`src/hdl/podl_params.svh`:
```
// Offsets, reset values and field positions of the pulse output data latch
// Assumes a plain register port with byte-wide data in the low bits
//
// What this block does
// RQ1: Enabled bits copy next data on trigger
// RQ2: Disabled bits hold output on trigger
// RQ3: Enable registers eight bits, RW, reset zero
// RQ4: Enabled output bits ignore CPU writes
// RQ5: Disabled output bits accept CPU writes
// RQ6: Output registers eight bits, readable, reset zero
// RQ7: Trigger chosen by output control register
// RQ8: Four-bit groups with own trigger select
// RQ9: Output pins driven from output data bits
`ifndef PODL_PARAMS_SVH
`define PODL_PARAMS_SVH

// ****************************************
// Register offsets
// ****************************************
`define PODL_OFS_ENABLE_HIGH 4'h0
`define PODL_OFS_ENABLE_LOW 4'h1
`define PODL_OFS_DATA_HIGH 4'h2
`define PODL_OFS_DATA_LOW 4'h3
`define PODL_OFS_NEXT_HIGH 4'h4
`define PODL_OFS_NEXT_LOW 4'h5
`define PODL_OFS_CONTROL 4'h6

// ****************************************
// Reset values and fields
// ****************************************
`define PODL_RST_BYTE 8'h00
`define PODL_GROUP_BITS 4
`define PODL_SEL_BITS 2

`endif

```
`src/hdl/podl_pkg.sv`:
```
// Types shared by the pulse output data latch
// Assumes nothing of its surroundings
package podl_pkg;
  typedef logic [7:0] podl_byte_t;
  typedef logic [15:0] podl_word_t;
endpackage

```
`src/hdl/podl_group.sv`:
```
// One four-bit group: output data bits with per-bit transfer enable
// Assumes the trigger pulse is one cycle long and synchronous to clk_in
`timescale 1ns/10ps
`include "podl_params.svh"
module podl_group #(
  parameter int WIDTH = `PODL_GROUP_BITS
) (
  input wire logic clk_in,
  input wire logic rst_n_in,
  input wire logic trigger_in,
  input wire logic [WIDTH-1:0] enable_in,
  input wire logic [WIDTH-1:0] next_in,
  input wire logic write_in,
  input wire logic [WIDTH-1:0] wdata_in,
  output logic [WIDTH-1:0] data_out
);
  // ****************************************
  // Per-bit output latch
  // ****************************************
  genvar i;
  generate
    for (i = 0; i < WIDTH; i = i + 1) begin : g_bit
      always_ff @(posedge clk_in or negedge rst_n_in) begin
        if (!rst_n_in) begin
          data_out[i] <= 1'b0; // RQ6
        end else if (enable_in[i]) begin
          if (trigger_in) begin
            data_out[i] <= next_in[i]; // RQ1 RQ4 RQ9
          end
        end else if (write_in) begin
          data_out[i] <= wdata_in[i]; // RQ2 RQ5
        end
      end
    end
  endgenerate
endmodule

```
`src/hdl/podl_top.sv`:
```
// Pulse output data latch: enable, output data, next data and trigger select
// Assumes synchronous trigger pulses and a plain one-cycle register port
`timescale 1ns/10ps
`include "podl_params.svh"
module podl_top #(
  parameter int TRIG_COUNT = 4
) (
  input wire logic clk_in,
  input wire logic rst_n_in,
  input wire logic [3:0] addr_in,
  input wire logic [7:0] wdata_in,
  input wire logic wr_in,
  input wire logic rd_in,
  input wire logic [TRIG_COUNT-1:0] trigger_in,
  output logic [7:0] rdata_out,
  output logic [15:0] pulse_out
);
  // ****************************************
  // Registers
  // ****************************************
  podl_pkg::podl_byte_t next_enable_high;
  podl_pkg::podl_byte_t next_enable_low;
  podl_pkg::podl_byte_t next_data_high;
  podl_pkg::podl_byte_t next_data_low;
  podl_pkg::podl_byte_t output_control_reg;
  podl_pkg::podl_word_t enables;
  podl_pkg::podl_word_t next_bits;
  podl_pkg::podl_word_t out_bits;
  podl_pkg::podl_byte_t next_rdata;
  logic [3:0] group_trig;
  logic [3:0] group_wr;
  logic sel_enable_high;
  logic sel_enable_low;
  logic sel_data_high;
  logic sel_data_low;
  logic sel_next_high;
  logic sel_next_low;
  logic sel_control;

  // ****************************************
  // Write decode
  // ****************************************
  // One select per register keeps the write paths apart
  assign sel_enable_high = wr_in && (addr_in == `PODL_OFS_ENABLE_HIGH);
  assign sel_enable_low = wr_in && (addr_in == `PODL_OFS_ENABLE_LOW);
  assign sel_data_high = wr_in && (addr_in == `PODL_OFS_DATA_HIGH);
  assign sel_data_low = wr_in && (addr_in == `PODL_OFS_DATA_LOW);
  assign sel_next_high = wr_in && (addr_in == `PODL_OFS_NEXT_HIGH);
  assign sel_next_low = wr_in && (addr_in == `PODL_OFS_NEXT_LOW);
  assign sel_control = wr_in && (addr_in == `PODL_OFS_CONTROL);

  // ****************************************
  // Transfer enable registers
  // ****************************************
  always_ff @(posedge clk_in or negedge rst_n_in) begin
    if (!rst_n_in) begin
      next_enable_high <= `PODL_RST_BYTE; // RQ3
    end else if (sel_enable_high) begin
      next_enable_high <= wdata_in; // RQ3
    end
  end

  always_ff @(posedge clk_in or negedge rst_n_in) begin
    if (!rst_n_in) begin
      next_enable_low <= `PODL_RST_BYTE; // RQ3
    end else if (sel_enable_low) begin
      next_enable_low <= wdata_in; // RQ3
    end
  end

  // ****************************************
  // Next data and trigger select
  // ****************************************
  always_ff @(posedge clk_in or negedge rst_n_in) begin
    if (!rst_n_in) begin
      next_data_high <= `PODL_RST_BYTE;
    end else if (sel_next_high) begin
      next_data_high <= wdata_in;
    end
  end

  always_ff @(posedge clk_in or negedge rst_n_in) begin
    if (!rst_n_in) begin
      next_data_low <= `PODL_RST_BYTE;
    end else if (sel_next_low) begin
      next_data_low <= wdata_in;
    end
  end

  always_ff @(posedge clk_in or negedge rst_n_in) begin
    if (!rst_n_in) begin
      output_control_reg <= `PODL_RST_BYTE;
    end else if (sel_control) begin
      output_control_reg <= wdata_in; // RQ7
    end
  end

  // ****************************************
  // Bit vectors per output position
  // ****************************************
  assign enables = {next_enable_high, next_enable_low};
  assign next_bits = {next_data_high, next_data_low};

  // ****************************************
  // Groups of four with own trigger select
  // ****************************************
  genvar g;
  generate
    for (g = 0; g < 4; g = g + 1) begin : g_grp
      logic [`PODL_SEL_BITS-1:0] trig_sel;
      // Control byte holds a 2-bit trigger select per group
      assign trig_sel = output_control_reg[2*g +: `PODL_SEL_BITS]; // RQ7
      // A select beyond the wired triggers never fires the group
      assign group_trig[g] = (int'(trig_sel) < TRIG_COUNT) ? trigger_in[trig_sel] : 1'b0; // RQ7 RQ8
      // Groups 0 and 1 sit in the low byte, 2 and 3 in the high byte
      assign group_wr[g] = (g < 2) ? sel_data_low : sel_data_high;
      podl_group #(.WIDTH(`PODL_GROUP_BITS)) u_grp (
        .clk_in(clk_in),
        .rst_n_in(rst_n_in),
        .trigger_in(group_trig[g]),
        .enable_in(enables[4*g +: 4]),
        .next_in(next_bits[4*g +: 4]),
        .write_in(group_wr[g]),
        .wdata_in(wdata_in[4*(g%2) +: 4]),
        .data_out(out_bits[4*g +: 4])
      ); // RQ8
    end
  endgenerate

  assign pulse_out = out_bits; // RQ9

  // ****************************************
  // Read port
  // ****************************************
  // Unmapped indexes and idle cycles read as zero
  always_comb begin
    next_rdata = `PODL_RST_BYTE;
    if (rd_in) begin
      case (addr_in)
        `PODL_OFS_ENABLE_HIGH: next_rdata = next_enable_high; // RQ3
        `PODL_OFS_ENABLE_LOW: next_rdata = next_enable_low; // RQ3
        `PODL_OFS_DATA_HIGH: next_rdata = out_bits[15:8]; // RQ6
        `PODL_OFS_DATA_LOW: next_rdata = out_bits[7:0]; // RQ6
        `PODL_OFS_NEXT_HIGH: next_rdata = next_data_high;
        `PODL_OFS_NEXT_LOW: next_rdata = next_data_low;
        `PODL_OFS_CONTROL: next_rdata = output_control_reg;
        default: next_rdata = `PODL_RST_BYTE;
      endcase
    end
  end

  // Read data stand for one cycle only, then return to zero
  always_ff @(posedge clk_in or negedge rst_n_in) begin
    if (!rst_n_in) begin
      rdata_out <= `PODL_RST_BYTE;
    end else begin
      rdata_out <= next_rdata; // RQ6
    end
  end
endmodule

```
`config.mk`:
```
export PLATFORM = sky130hd
export DESIGN_NAME = podl_top
export DESIGN_NICKNAME = d
export VERILOG_FILES = /design/src/hdl/podl_pkg.sv /design/src/hdl/podl_group.sv /design/src/hdl/podl_top.sv
export VERILOG_INCLUDE_DIRS = /design/src /design/src/hdl
export SDC_FILE = /design/constraint.sdc
export NUM_CORES = 1
export LEC_CHECK = 0
export ABC_AREA = 1
export BUFFER_PORTS_ARGS = -buffer_cell sky130_fd_sc_hd__buf_2
export CAP_MARGIN = 20
export CORE_MARGIN = 3
export CORE_UTILIZATION = 25
export DETAILED_ROUTE_END_ITERATION = 10
export GPL_ROUTABILITY_DRIVEN = 0
export GPL_TIMING_DRIVEN = 0
export MAX_ROUTING_LAYER = met4
export PLACE_DENSITY = 0.52
export SYNTH_ARGS = -nofsm -noshare
export SYNTH_HDL_FRONTEND = slang
export SYNTH_HIERARCHICAL = 1
export SYNTH_SLANG_ARGS = --single-unit
```
`constraint.sdc`:
```
create_clock -name clk_in -period 1.29 [get_ports clk_in]
set_input_delay 0.0645 -clock clk_in [delete_from_list [all_inputs] [get_ports clk_in]]
set_output_delay 0.0645 -clock clk_in [all_outputs]
set_load 0.02 [all_outputs]
```
# After elaboration in Yosys (flattened, before gate mapping)
# Index checks and enable logic that the tools add are counted.
classes:
  magnitude_cmp: 4
  n_eq_ne: 22
  muxes: 58
  reduce_logical: 40
ops:
  columns: ["op", "count"]
  rows:
  - ["case mux 8 bit (7 select lines)", 1]
  - ["two-way mux 1 bit", 52]
  - ["inequality test 2 x 1 -> 1 bit, second input constant", 16]
  - ["AND reduction 2 bit", 16]
  - ["nonzero test 2 bit", 16]
  - ["equality test 4 x 3 -> 1 bit, second input constant", 3]
  - ["less-than comparator 2 x 3 -> 1 bit, second input constant", 4]
  - ["binary-select mux 1 bit (select 2 bit)", 4]
  - ["equality test 4 x 2 -> 1 bit, second input constant", 2]
  - ["two-way mux 8 bit", 1]
  - ["logical AND 1 bit", 7]
  - ["equality test 4 x 1 -> 1 bit, second input constant", 1]
  - ["zero test 4 bit", 1]
word_totals:
  regBits: 64
  input_bits: 20
  wordCells: 146

# Longest topological paths before layout
# Gate-level depths: netlist (run 1).
logic_depth:
  depth_word: 4
  ltp_mapped: 9

# By module
# Netlist (run 1), hierarchy kept.
by_module_without_submodules:
  columns: ["module", "instances", "cells_per_inst", "area_per_inst_um2", "seq_area_each_um2"]
  rows:
  - ["podl_top", 1, 311, 2482.4, 1201.2]
  - ["podl_group", 4, 44, 255.2, 100.1]

# Least setup slack after synthesis (run 1)
# OpenSTA, ideal clock, no wires.
synth_path:
  path_kind: "input port to flip-flop"
  start: "input port wr_in"
  end: "register g_grp[0].u_grp.data_out[0]"
  setup_ns: 0.117
  arrival_ns: 1.208
  path_slack_ns: -0.035
  cell_stages: 5
  n_path_buf: 0
  path_cell_list: "inv_1 -> nor4_1 -> nand2_1 -> nand3_1 -> nand2_1"
synth_between:
  elab_chain_len: 3
synth_lines:
  columns: ["item", "line_no", "text"]
  rows:
  - ["from (decl)", "podl_top.sv:12", "input wire logic wr_in,"]
  - ["logical AND 1 bit", "podl_top.sv:47", "assign sel_data_low = wr_in && (addr_in == `PODL_OFS_DATA_LOW);"]
  - ["net sel_data_low", "podl_top.sv:35", "logic sel_data_low;"]
  - ["nonzero test 2 bit (no source line)", null, null]
  - ["AND reduction 2 bit (no source line)", null, null]
  - ["to (signal, indexed assignment)", "podl_group.sv:28", "data_out[i] <= next_in[i];"]
  - ["to (signal, indexed assignment)", "podl_group.sv:31", "data_out[i] <= wdata_in[i];"]
  - ["to (decl)", "podl_group.sv:15", "output logic [WIDTH-1:0] data_out"]
# The timed path passes the listed nets, and every way through them passes these cells.
# A chain may end at the register's enable or synchronous reset.

# Final worst setup path (run 1)
layout_path:
  start: "register output_control_reg[0]"
  end: "register g_grp[0].u_grp.data_out[0]"
layout_between:
  elab_chain_len: 4
layout_lines:
  columns: ["item", "line_no", "text"]
  rows:
  - ["from (decl)", "podl_top.sv:25", "podl_pkg::podl_byte_t output_control_reg;"]
  - ["from (signal assigned)", "podl_top.sv:92", "output_control_reg <= `PODL_RST_BYTE;"]
  - ["from (signal assigned)", "podl_top.sv:94", "output_control_reg <= wdata_in;"]
  - ["binary-select mux 1 bit (select 2 bit)", "podl_top.sv:114", "assign group_trig[g] = (int'(trig_sel) < TRIG_COUNT) ? trigger_in[trig_sel] : 1'b0;"]
  - ["two-way mux 1 bit (not written as such)", "podl_top.sv:114", null]
  - ["net group_trig[0]", "podl_top.sv:30", "logic [3:0] group_trig;"]
  - ["inequality test 2 x 1 -> 1 bit (no source line)", null, null]
  - ["AND reduction 2 bit (no source line)", null, null]
# The timed path passes the listed nets, and every way through them passes these cells. The select of a mux whose other input is x is not followed.

==> impl_metrics.env, run 1 <==
export IMPL_crit_path_max_incr_delay_ns=0.38
export IMPL_worstPathMaxFanout=4
export IMPL_worst_ep_arrival_time_ns=1.46
export IMPL_finClkSkew_ns=0.00536
export IMPL_grtUsageTotal=0.149
export IMPL_max_freq_mhz=811
export IMPL_post_place_ws_ns=-0.823
export IMPL_io_pins=44
export IMPL_clkLatencyLatePin_ns=0.34
export IMPL_synth_warnings=6
export IMPL_fin_setup_tns_ns=0
export IMPL_drt_total_wl_um=11100
export IMPL_numPortBuffers=43
export IMPL_fp_row_count=42
export IMPL_cp_end_kind="register"
export IMPL_slew_headroom=0.422
export IMPL_setup_viol=0
export IMPL_n_antenna_cell=0
export IMPL_timing_critical_path_mode_cell="nand2_1"
export IMPL_p_per_area_nw_per_um2=1740
export IMPL_htreeDepth=3
export IMPL_holdWs_ns=0.0330
export IMPL_syn_avg_cell_area_um2=7.19
export IMPL_ys_seq_area_frac=0.457
export IMPL_drtIter0Drc=287
export IMPL_ys_ff_latch=64
export IMPL_postSynthCellCount=487
export IMPL_routedWlPerCell_um=15.1
export IMPL_grt_pass1_vias=3344
export IMPL_hold_violations=0
export IMPL_post_route_drc_count=0
export IMPL_path_class="reg2reg"
export IMPL_drive_gt1_frac=0.192
export IMPL_num_vias=3483
export IMPL_maxCapViolCount=0
export IMPL_largest_register_ffs=16
export IMPL_start_kind="register"
export IMPL_fin_crit_ns=1.23
export IMPL_antenna_found_initial=0
export IMPL_grt_pass1_wl_um=17600
export IMPL_die_width_um=124
export IMPL_fin_cells=734
export IMPL_slowest_stage="dfrtp_1"
export IMPL_cts_buffers=9
export IMPL_initial_core_util=0.260
export IMPL_cts_tree="yes"
export IMPL_area_growth_pct=26.6
export IMPL_first_pass_iters=5
export IMPL_syn_num_nets=507
export IMPL_synth_area_um2=3500
export IMPL_clockBufferDepth=2
export IMPL_vdd_drop_max_uv=731
export IMPL_root_buffer="clkbuf_16"
export IMPL_drtAntennaViolNets=0
export IMPL_period_share=0.955
export IMPL_vias_per_cell=4.75
export IMPL_setup_ws_ns=0.0574
export IMPL_regMostFlops="g_grp.u_grp/data_out"
export IMPL_cts_sinks=64
export IMPL_path_cells="inv_1 > o21ai_1 > o22ai_2 > buf_4 > nand2_1 > nand2_1 > nand2_1 > nand2_1"
export IMPL_status="finished clean"
export IMPL_crit_required_ns=1.52
export IMPL_grt_max_degree=65
export IMPL_min_path_type="in2reg"
export IMPL_tightest_slew_ns=0.867
export IMPL_clk_pin_slew_ns=0.05
export IMPL_core_um2=13500
export IMPL_dpl_hpwl_um=7870
export IMPL_ys_types=21
export IMPL_p_leak_nw=2.28
export IMPL_dp_cells=706
export IMPL_die_area_um2=15500
export IMPL_final_nets=573
export IMPL_grt_overflow_total=0
export IMPL_maxSlewViolCount=0
export IMPL_die_h_um=124
## area by class of cell
cell class | count | area [um^2]
timing repair buffer | 55 | 310
tap | 176 | 220
clock inverter | 3 | 40.0
clock buffer | 13 | 260
sequential | 64 | 1600
fill | 1505 | 9020
inverter | 46 | 173
multi-input combinational | 366 | 1750
buffer | 11 | 80.1
## where the power goes
group | switching (mW) | total [mW] | internal, mW
Clock | 0.885 | 2.48 | 1.59
Sequential | 0.489 | 3.05 | 2.56
Combinational | 1.36 | 2.18 | 0.822
Total | 2.73 | 7.71 | 4.97
## timing repair
action / in CTS / in global routing
resized for setup: 8 / 25
pin swaps: 0 / 23
endpoints found under the hold margin: 64 / 0
endpoints found under the setup margin: 16 / 16
buffers inserted: 0 / 11
hold buffers: 1 / 0
## cell usage in the layout (no fill, tap or decap), types with 8 or more instances in the layout
cell	Yosys	final
buf_2	5	46
clkbuf_16	0	9
o21a_1	16	16
nand3_1	64	63
buf_4	1	14
nand2_1	196	195
inv_1	45	42
dfrtp_1	64	64
nor2_1	33	30
nor2_4	8	9
a21oi_1	8	8
o21ai_0	31	23
## Yosys cell counts (all sizes together)
cell type / number / share of area
nand2: 198 / 0.22
nand3: 65 / 0.094
dfrtp: 64 / 0.46
inv: 46 / 0.049
nor2: 42 / 0.063
o21ai: 32 / 0.046
o21a: 16 / 0.034
buf: 9 / 0.019
a21oi: 8 / 0.011
o22ai: 4 / 0.0071
clkbuf: 2 / 0.0021
nor4: 1 / 0.0018
## routing by layer
metal	GRT usage	part of all wire
met5	-	0
met4	0.0426	0.017
met3	0.0412	0.052
met1	0.196	0.47
met2	0.225	0.46
## critical path: cells and delay by family, from the launching register on
family / cells / cell delay [ns]
compound gates: 2 / 0.25
flops: 1 / 0.38
simple gates: 4 / 0.22
buf+inv: 2 / 0.25
## per-stage QoR
stage	instance area [um^2]	util	power [mW]
floorplan	3510	-	4.28
finish	4430	0.330	7.71
CTS	4300	0.320	7.60
global route	4430	0.330	8.22
global placement	3950	0.293	4.98
detailed placement	3950	0.293	5.04
## final timing paths
kind | from | endpoint | slack, ns | depth (start not counted)
setup / recovery | output_control_reg[0]$_DFFE_PN0P_ | g_grp[0].u_grp/data_out[0]$_DFFE_PN0P_ | 0.06 | 8
hold / removal | wdata_in[6] | output_control_reg[6]$_DFFE_PN0P_ | 0.03 | 3
setup reg to reg | output_control_reg[0]$_DFFE_PN0P_ | g_grp[0].u_grp/data_out[0]$_DFFE_PN0P_ | 0.06 | 8
hold reg to reg | next_data_low[4]$_DFFE_PN0P_ | next_data_low[4]$_DFFE_PN0P_ | 0.52 | 1
max in group asynchronous | rst_n_in | g_grp[0].u_grp/data_out[1]$_DFFE_PN0P_ | 0.34 | 2
min in group asynchronous | rst_n_in | g_grp[3].u_grp/data_out[2]$_DFFE_PN0P_ | 0.38 | 2
## logic make-up (layout without fill, tap and decap cells)
logic type | count (synthesis) | after routing | share of synthesized area
AO/OA/AOI/OAI | 60 | 60 | 0.0986
flip-flops | 64 | 64 | 0.457
buffers and inverters | 57 | 128 | 0.0704
AND/OR/NAND/NOR | 306 | 306 | 0.374
(Power assumes the default switching activity.)
==> run 2, diff against run 1 <==
--- a/config.mk
+++ b/config.mk
@@ -18,5 +18,4 @@
 export PLACE_DENSITY = 0.52
 export SYNTH_ARGS = -nofsm -noshare
 export SYNTH_HDL_FRONTEND = slang
-export SYNTH_HIERARCHICAL = 1
 export SYNTH_SLANG_ARGS = --single-unit
==> constraint.sdc (replaced) <==
create_clock -name clk_in -period 1.29 [get_ports clk_in]
set_input_delay 0.258 -clock clk_in [delete_from_list [all_inputs] [get_ports clk_in]]
set_output_delay 0.258 -clock clk_in [all_outputs]
set_load 0.02 [all_outputs]
==> impl_metrics.env, run 2 <==
export IMPL_r2r_end="g_grp[0].u_grp.data_out[2]$_DFFE_PN0P_"
export IMPL_regMostFlops="g_grp.u_grp.data_out"
export IMPL_final_common_cell="nand2_1"
export IMPL_synth_warnings=0
export IMPL_start_kind="register"
export IMPL_cts_sinks=64
export IMPL_post_route_drc_count=0
export IMPL_cts_tree="yes"
export IMPL_status="finished clean"
export IMPL_fp_row_count=42
export IMPL_min_path_type="in2async"
export IMPL_setup_viol=0
export IMPL_synth_flop_cell="dfrtp_1"
export IMPL_drive_gt1_frac=0.167
export IMPL_vdd_drop_max_uv=698
export IMPL_cp_top_family="flip-flops"
export IMPL_antenna_found_initial=0
export IMPL_r2r_start="output_control_reg[0]$_DFFE_PN0P_"
export IMPL_drtAntennaViolNets=0
export IMPL_maxSlewViolCount=0
export IMPL_p_leak_nw=2.12
export IMPL_worstPathMaxFanout=3
export IMPL_num_vias=3180
export IMPL_path_class="reg2out"
export IMPL_grt_pass1_wl_um=16600
export IMPL_final_nets=547
export IMPL_final_area_um2=4220
export IMPL_drtIter0Drc=188
export IMPL_reg2regPathDepth=8
export IMPL_postSynthCellCount=473
export IMPL_fillers=1402
export IMPL_die_width_um=123
export IMPL_holdWs_ns=0.0312
export IMPL_fin_crit_ns=1.19
export IMPL_setup_ws_ns=0.0992
export IMPL_cts_buffers=9
export IMPL_post_place_ws_ns=-0.406
export IMPL_io_pins=44
export IMPL_tightest_slew_ns=0.830
export IMPL_finClkSkew_ns=0.0107
export IMPL_place_area_um2=3850
export IMPL_grt_overflow_total=0
export IMPL_vias_per_cell=4.49
export IMPL_routedWlPerCell_um=14.0
export IMPL_largest_register_ffs=16
export IMPL_die_area_um2=15100
export IMPL_slew_headroom=0.447
export IMPL_path_cells="buf_2"
export IMPL_drt_total_wl_um=9930
export IMPL_synth_most_common_cell="nand2_1"
export IMPL_synth_common_cells="186 x nand2_1, 75 x nand3_1, 64 x dfrtp_1, 40 x o21ai_0, 37 x inv_1"
export IMPL_ys_ff_latch=64
export IMPL_hold_buffers=0
export IMPL_die_h_um=123
export IMPL_synth_area_leaders="dfrtp_1 47%, nand2_1 20%, nand3_1 11%"
export IMPL_layout_common_cells="181 x nand2_1, 72 x nand3_1, 63 x dfrtp_1, 48 x buf_2, 40 x o21ai_0"
export IMPL_crit_required_ns=1.03
export IMPL_core_um2=13300
export IMPL_grtUsageTotal=0.147
export IMPL_root_buffer="clkbuf_16"
export IMPL_hold_violations=0
export IMPL_clkLatencyLatePin_ns=0.34
export IMPL_max_freq_mhz=840
export IMPL_htreeDepth=3
export IMPL_dpl_hpwl_um=7690
export IMPL_cp_end_kind="output pin"
export IMPL_clockBufferDepth=2
export IMPL_syn_avg_cell_area_um2=7.21
export IMPL_path_buf_inv=1
export IMPL_slowest_stage="dfrtp_1"
export IMPL_cts_setup_buffers=0
export IMPL_syn_num_nets=493
export IMPL_crit_path_max_incr_delay_ns=0.42
export IMPL_reg2reg_slack_ns=0.14
export IMPL_synth_area_um2=3410
export IMPL_grt_max_degree=65
export IMPL_period_share=0.923
export IMPL_netlist_area_leader_share=0.470
export IMPL_numPortBuffers=43
export IMPL_grt_pass1_vias=3277
export IMPL_area_growth_pct=23.7
export IMPL_maxCapViolCount=0
export IMPL_yosys_area_top_type="dfrtp_1"
export IMPL_synth_edf_count=0
export IMPL_ys_types=13
export IMPL_initial_core_util=0.256
export IMPL_p_per_area_nw_per_um2=1810
export IMPL_worst_ep_arrival_time_ns=0.93
export IMPL_first_pass_iters=4
export IMPL_clk_pin_slew_ns=0.05
export IMPL_n_antenna_cell=0
export IMPL_ys_seq_area_frac=0.470
export IMPL_synthArstFlopShare=1.00
[run 2: where the power goes]
| part | total, mW | internal, mW | switching, mW |
|---|---|---|---|
| logic | 2.01 | 0.716 | 1.30 |
| registers | 3.17 | 2.57 | 0.593 |
| clock network | 2.44 | 1.59 | 0.847 |
[run 2: how the worst max path moves through the flow]
stage / startpoint / end / slack (ns) / cells after the start
3_5_place_dp: addr_in[0] / next_enable_high[0]$_DFFE_PN0P_ / -0.41 / 6
6_report: g_grp[0].u_grp.data_out[3]$_DFFE_PN0P_ / pulse_out[3] / 0.1 / 1
5_1_grt: addr_in[0] / next_enable_high[6]$_DFFE_PN0P_ / -0.01 / 7
4_1_cts: addr_in[2] / rdata_out[0]$_DFF_PN0_ / 0.006 / 8
3_3_place_gp: addr_in[0] / next_enable_high[2]$_DFFE_PN0P_ / -0.39 / 6
2_1_floorplan: addr_in[2] / next_data_high[6]$_DFFE_PN0P_ / 0.11 / 7
[run 2: area by class of cell]
cell class              instances  area (um^2)  area share
plain buffers                  13         86.3      0.0205
clock buffers                  13          260      0.0617
clock inverters                 3         40.0     0.00949
inverters                      38          143      0.0338
multi-input cells             358         1650       0.391
flip-flops and latches         64         1600       0.380
well taps                     176          220      0.0522
repair buffers                 43          218      0.0516
[run 2: metal layers]
layer	routed length [um]	GRT usage	part of all wire	vias up
li1	-	-	-	1636
met1	4840	0.190	0.49	1472
met2	4580	0.218	0.46	58
met3	349	0.0318	0.035	14
met4	163	0.0728	0.016	0
met5	0	-	0	-
[run 2: logic make-up (layout without fill, tap and decap cells)]
logic type | count (synthesis) | in the layout | synth area share
AO/OA/AOI/OAI | 64 | 64 | 0.106
buffers and inverters | 51 | 110 | 0.0639
flip-flops | 64 | 64 | 0.470
AND/OR/NAND/NOR | 294 | 294 | 0.361
[run 2: what timing repair did]
action | CTS | global route
endpoints found under the setup margin | 17 | 46
pin swaps | 0 | 1
gates resized for setup | 3 | 19
[run 2: worst reg2reg max path, cell delays in order (launching register included)]
cell and delay, ns:
dfrtp_1 0.43, inv_1 0.11, nand2_1 0.06, nand3_1 0.07, nand2_2 0.12, nand2_1 0.10
nand2_1 0.05, nand2_1 0.05, nand2_1 0.05
[run 2: per-stage QoR]
step	instances	setup TNS, ns	total power, mW	util
global placement	692	-40.32	5.12	0.289
finish	708	0	7.62	0.317
global route	708	-0.0192	8.15	0.317
CTS	708	0	7.66	0.313
floorplan	473	0	4.34	-
detailed placement	692	-18.33	5.18	0.289
==> run 3, diff against run 2 <==
--- a/config.mk
+++ b/config.mk
@@ -16,6 +16,8 @@
 export GPL_TIMING_DRIVEN = 0
 export MAX_ROUTING_LAYER = met4
 export PLACE_DENSITY = 0.52
+export SETUP_SLACK_MARGIN = 0.1
+export SKIP_LAST_GASP = 1
 export SYNTH_ARGS = -nofsm -noshare
 export SYNTH_HDL_FRONTEND = slang
 export SYNTH_SLANG_ARGS = --single-unit
==> impl_metrics.env, run 3 (synthesis results as in run 2) <==
export IMPL_crit_required_ns=1.03
export IMPL_slowest_stage="dfrtp_1"
export IMPL_final_common_cell="nand2_1"
export IMPL_clkLatencyLatePin_ns=0.34
export IMPL_fillers=1403
export IMPL_die_h_um=123
export IMPL_htreeDepth=3
export IMPL_core_um2=13300
export IMPL_path_cells="buf_2"
export IMPL_area_growth_pct=32.0
export IMPL_final_nets=576
export IMPL_start_kind="register"
export IMPL_hold_buffers=0
export IMPL_path_buf_inv=1
export IMPL_grt_overflow_total=0
export IMPL_routedWlPerCell_um=13.8
export IMPL_cp_end_kind="output pin"
export IMPL_numPortBuffers=43
export IMPL_crit_path_max_incr_delay_ns=0.40
export IMPL_cp_top_family="flip-flops"
export IMPL_p_per_area_nw_per_um2=1800
export IMPL_die_width_um=123
export IMPL_clockBufferDepth=2
export IMPL_seq_power_share=0.377
export IMPL_path_class="reg2out"
export IMPL_fp_row_count=42
export IMPL_drtAntennaViolNets=0
export IMPL_die_area_um2=15100
export IMPL_combPwrFrac=0.321
export IMPL_worstPathMaxFanout=2
export IMPL_cts_buffers=9
export IMPL_p_int_mw=5.26
export IMPL_setup_viol=0
export IMPL_clk_pin_slew_ns=0.06
export IMPL_maxSlewViolCount=0
export IMPL_max_freq_mhz=856
export IMPL_vdd_drop_max_uv=684
export IMPL_fin_crit_ns=1.17
export IMPL_p_switching_mw=2.85
export IMPL_pwr_share_clk=0.303
export IMPL_rsz0062_at_grt="yes"
export IMPL_initial_core_util=0.256
export IMPL_maxCapViolCount=0
export IMPL_status="finished clean"
export IMPL_num_vias=3331
export IMPL_grt_max_degree=65
export IMPL_slew_headroom=0.441
export IMPL_grt_pass1_wl_um=16800
export IMPL_drive_gt1_frac=0.226
export IMPL_power_total_mw=8.11
export IMPL_largest_register_ffs=16
export IMPL_cts_sinks=64
export IMPL_post_route_drc_count=0
export IMPL_root_buffer="clkbuf_16"
export IMPL_reg2reg_slack_ns=0.19
export IMPL_worst_ep_arrival_time_ns=0.91
export IMPL_regMostFlops="g_grp.u_grp.data_out"
export IMPL_cts_tree="yes"
export IMPL_grtUsageTotal=0.148
export IMPL_reg2regPathDepth=8
export IMPL_first_pass_iters=4
export IMPL_layout_common_cells="178 x nand2_1, 69 x nand3_1, 63 x dfrtp_1, 41 x buf_2, 40 x o21ai_0"
export IMPL_finClkSkew_ns=0.00990
export IMPL_period_share=0.905
export IMPL_fin_setup_tns_ns=0
export IMPL_dpl_hpwl_um=7690
export IMPL_antenna_found_initial=0
export IMPL_r2r_start="output_control_reg[4]$_DFFE_PN0P_"
export IMPL_drtIter0Drc=159
export IMPL_io_pins=44
export IMPL_grt_pass1_vias=3323
export IMPL_min_path_type="in2async"
export IMPL_r2r_end="g_grp[2].u_grp.data_out[0]$_DFFE_PN0P_"
export IMPL_p_sw_frac=0.351
export IMPL_drt_total_wl_um=10100
export IMPL_tightest_slew_ns=0.838
export IMPL_p_leak_nw=2.28
export IMPL_n_antenna_cell=0
export IMPL_vias_per_cell=4.52
export IMPL_hold_violations=0
-- run 3: worst max-delay path by stage --
| stage | depth (start not counted) | startpoint | endpoint | slack [ns] |
|---|---|---|---|---|
| floorplan | 7 | addr_in[2] | next_data_high[6]$_DFFE_PN0P_ | 0.11 |
| global placement | 6 | addr_in[0] | next_enable_high[2]$_DFFE_PN0P_ | -0.39 |
| detailed placement | 6 | addr_in[0] | next_enable_high[0]$_DFFE_PN0P_ | -0.41 |
| CTS | 6 | addr_in[0] | next_enable_high[0]$_DFFE_PN0P_ | 0.08 |
| global route | 6 | addr_in[0] | next_enable_low[7]$_DFFE_PN0P_ | 0.08 |
| finish | 1 | g_grp[3].u_grp.data_out[3]$_DFFE_PN0P_ | pulse_out[15] | 0.12 |
-- run 3: per-layer routing --
metal	vias up	GRT usage	wire length (um)
met2	74	0.220	4620
met1	1539	0.192	4860
met5	-	-	0
li1	1694	-	-
met3	24	0.0318	391
met4	0	0.0721	274
-- run 3: per-stage QoR --
step	std cells	setup slack [ns]	utilization	instance area, um^2	hold slack, ns
global placement	692	-0.388	0.289	3840	0.501
detailed placement	692	-0.406	0.289	3850	0.424
global route	737	0.0817	0.339	4500	0.103
finish	737	0.122	0.339	4500	0.0300
floorplan	473	0.112	-	3410	-0.0376
CTS	716	0.0844	0.319	4250	0.0662
-- run 3: cell type report --
cell class,instances,area (um^2),area share
clock buffers,13,260,0.0578
repair buffers,72,447,0.0992
flip-flops and latches,64,1600,0.356
inverters,38,143,0.0317
multi-input cells,358,1690,0.375
well taps,176,220,0.0489
plain buffers,13,100,0.0222
clock inverters,3,40.0,0.00890
-- run 3: what timing repair did --
item                                    4_1_cts  5_1_grt
gates resized for setup                      12       32
gates cloned                                  0        0
pin swaps                                     0       10
endpoints found under the setup margin       49       67
buffers inserted                              8       21
-- run 3: worst reg2reg max path, cell delays in order (launching register included) --
cell	delay [ns]
dfrtp_1	0.42
inv_2	0.08
nand2_1	0.05
nand3_1	0.08
nand2_2	0.11
nand2_1	0.10
nand2_1	0.05
nand2_1	0.05
nand2_1	0.05
-- run 3: power by group through the flow --
stage | sequential, mW | clock (mW) | combinational, mW
3_5_place_dp | 3.18 | 0 | 1.99
5_1_grt | 3.14 | 2.59 | 2.92
3_3_place_gp | 3.18 | 0 | 1.94
6_report | 3.05 | 2.45 | 2.60
4_1_cts | 3.09 | 2.50 | 2.28
2_1_floorplan | 3.33 | 0 | 1.02
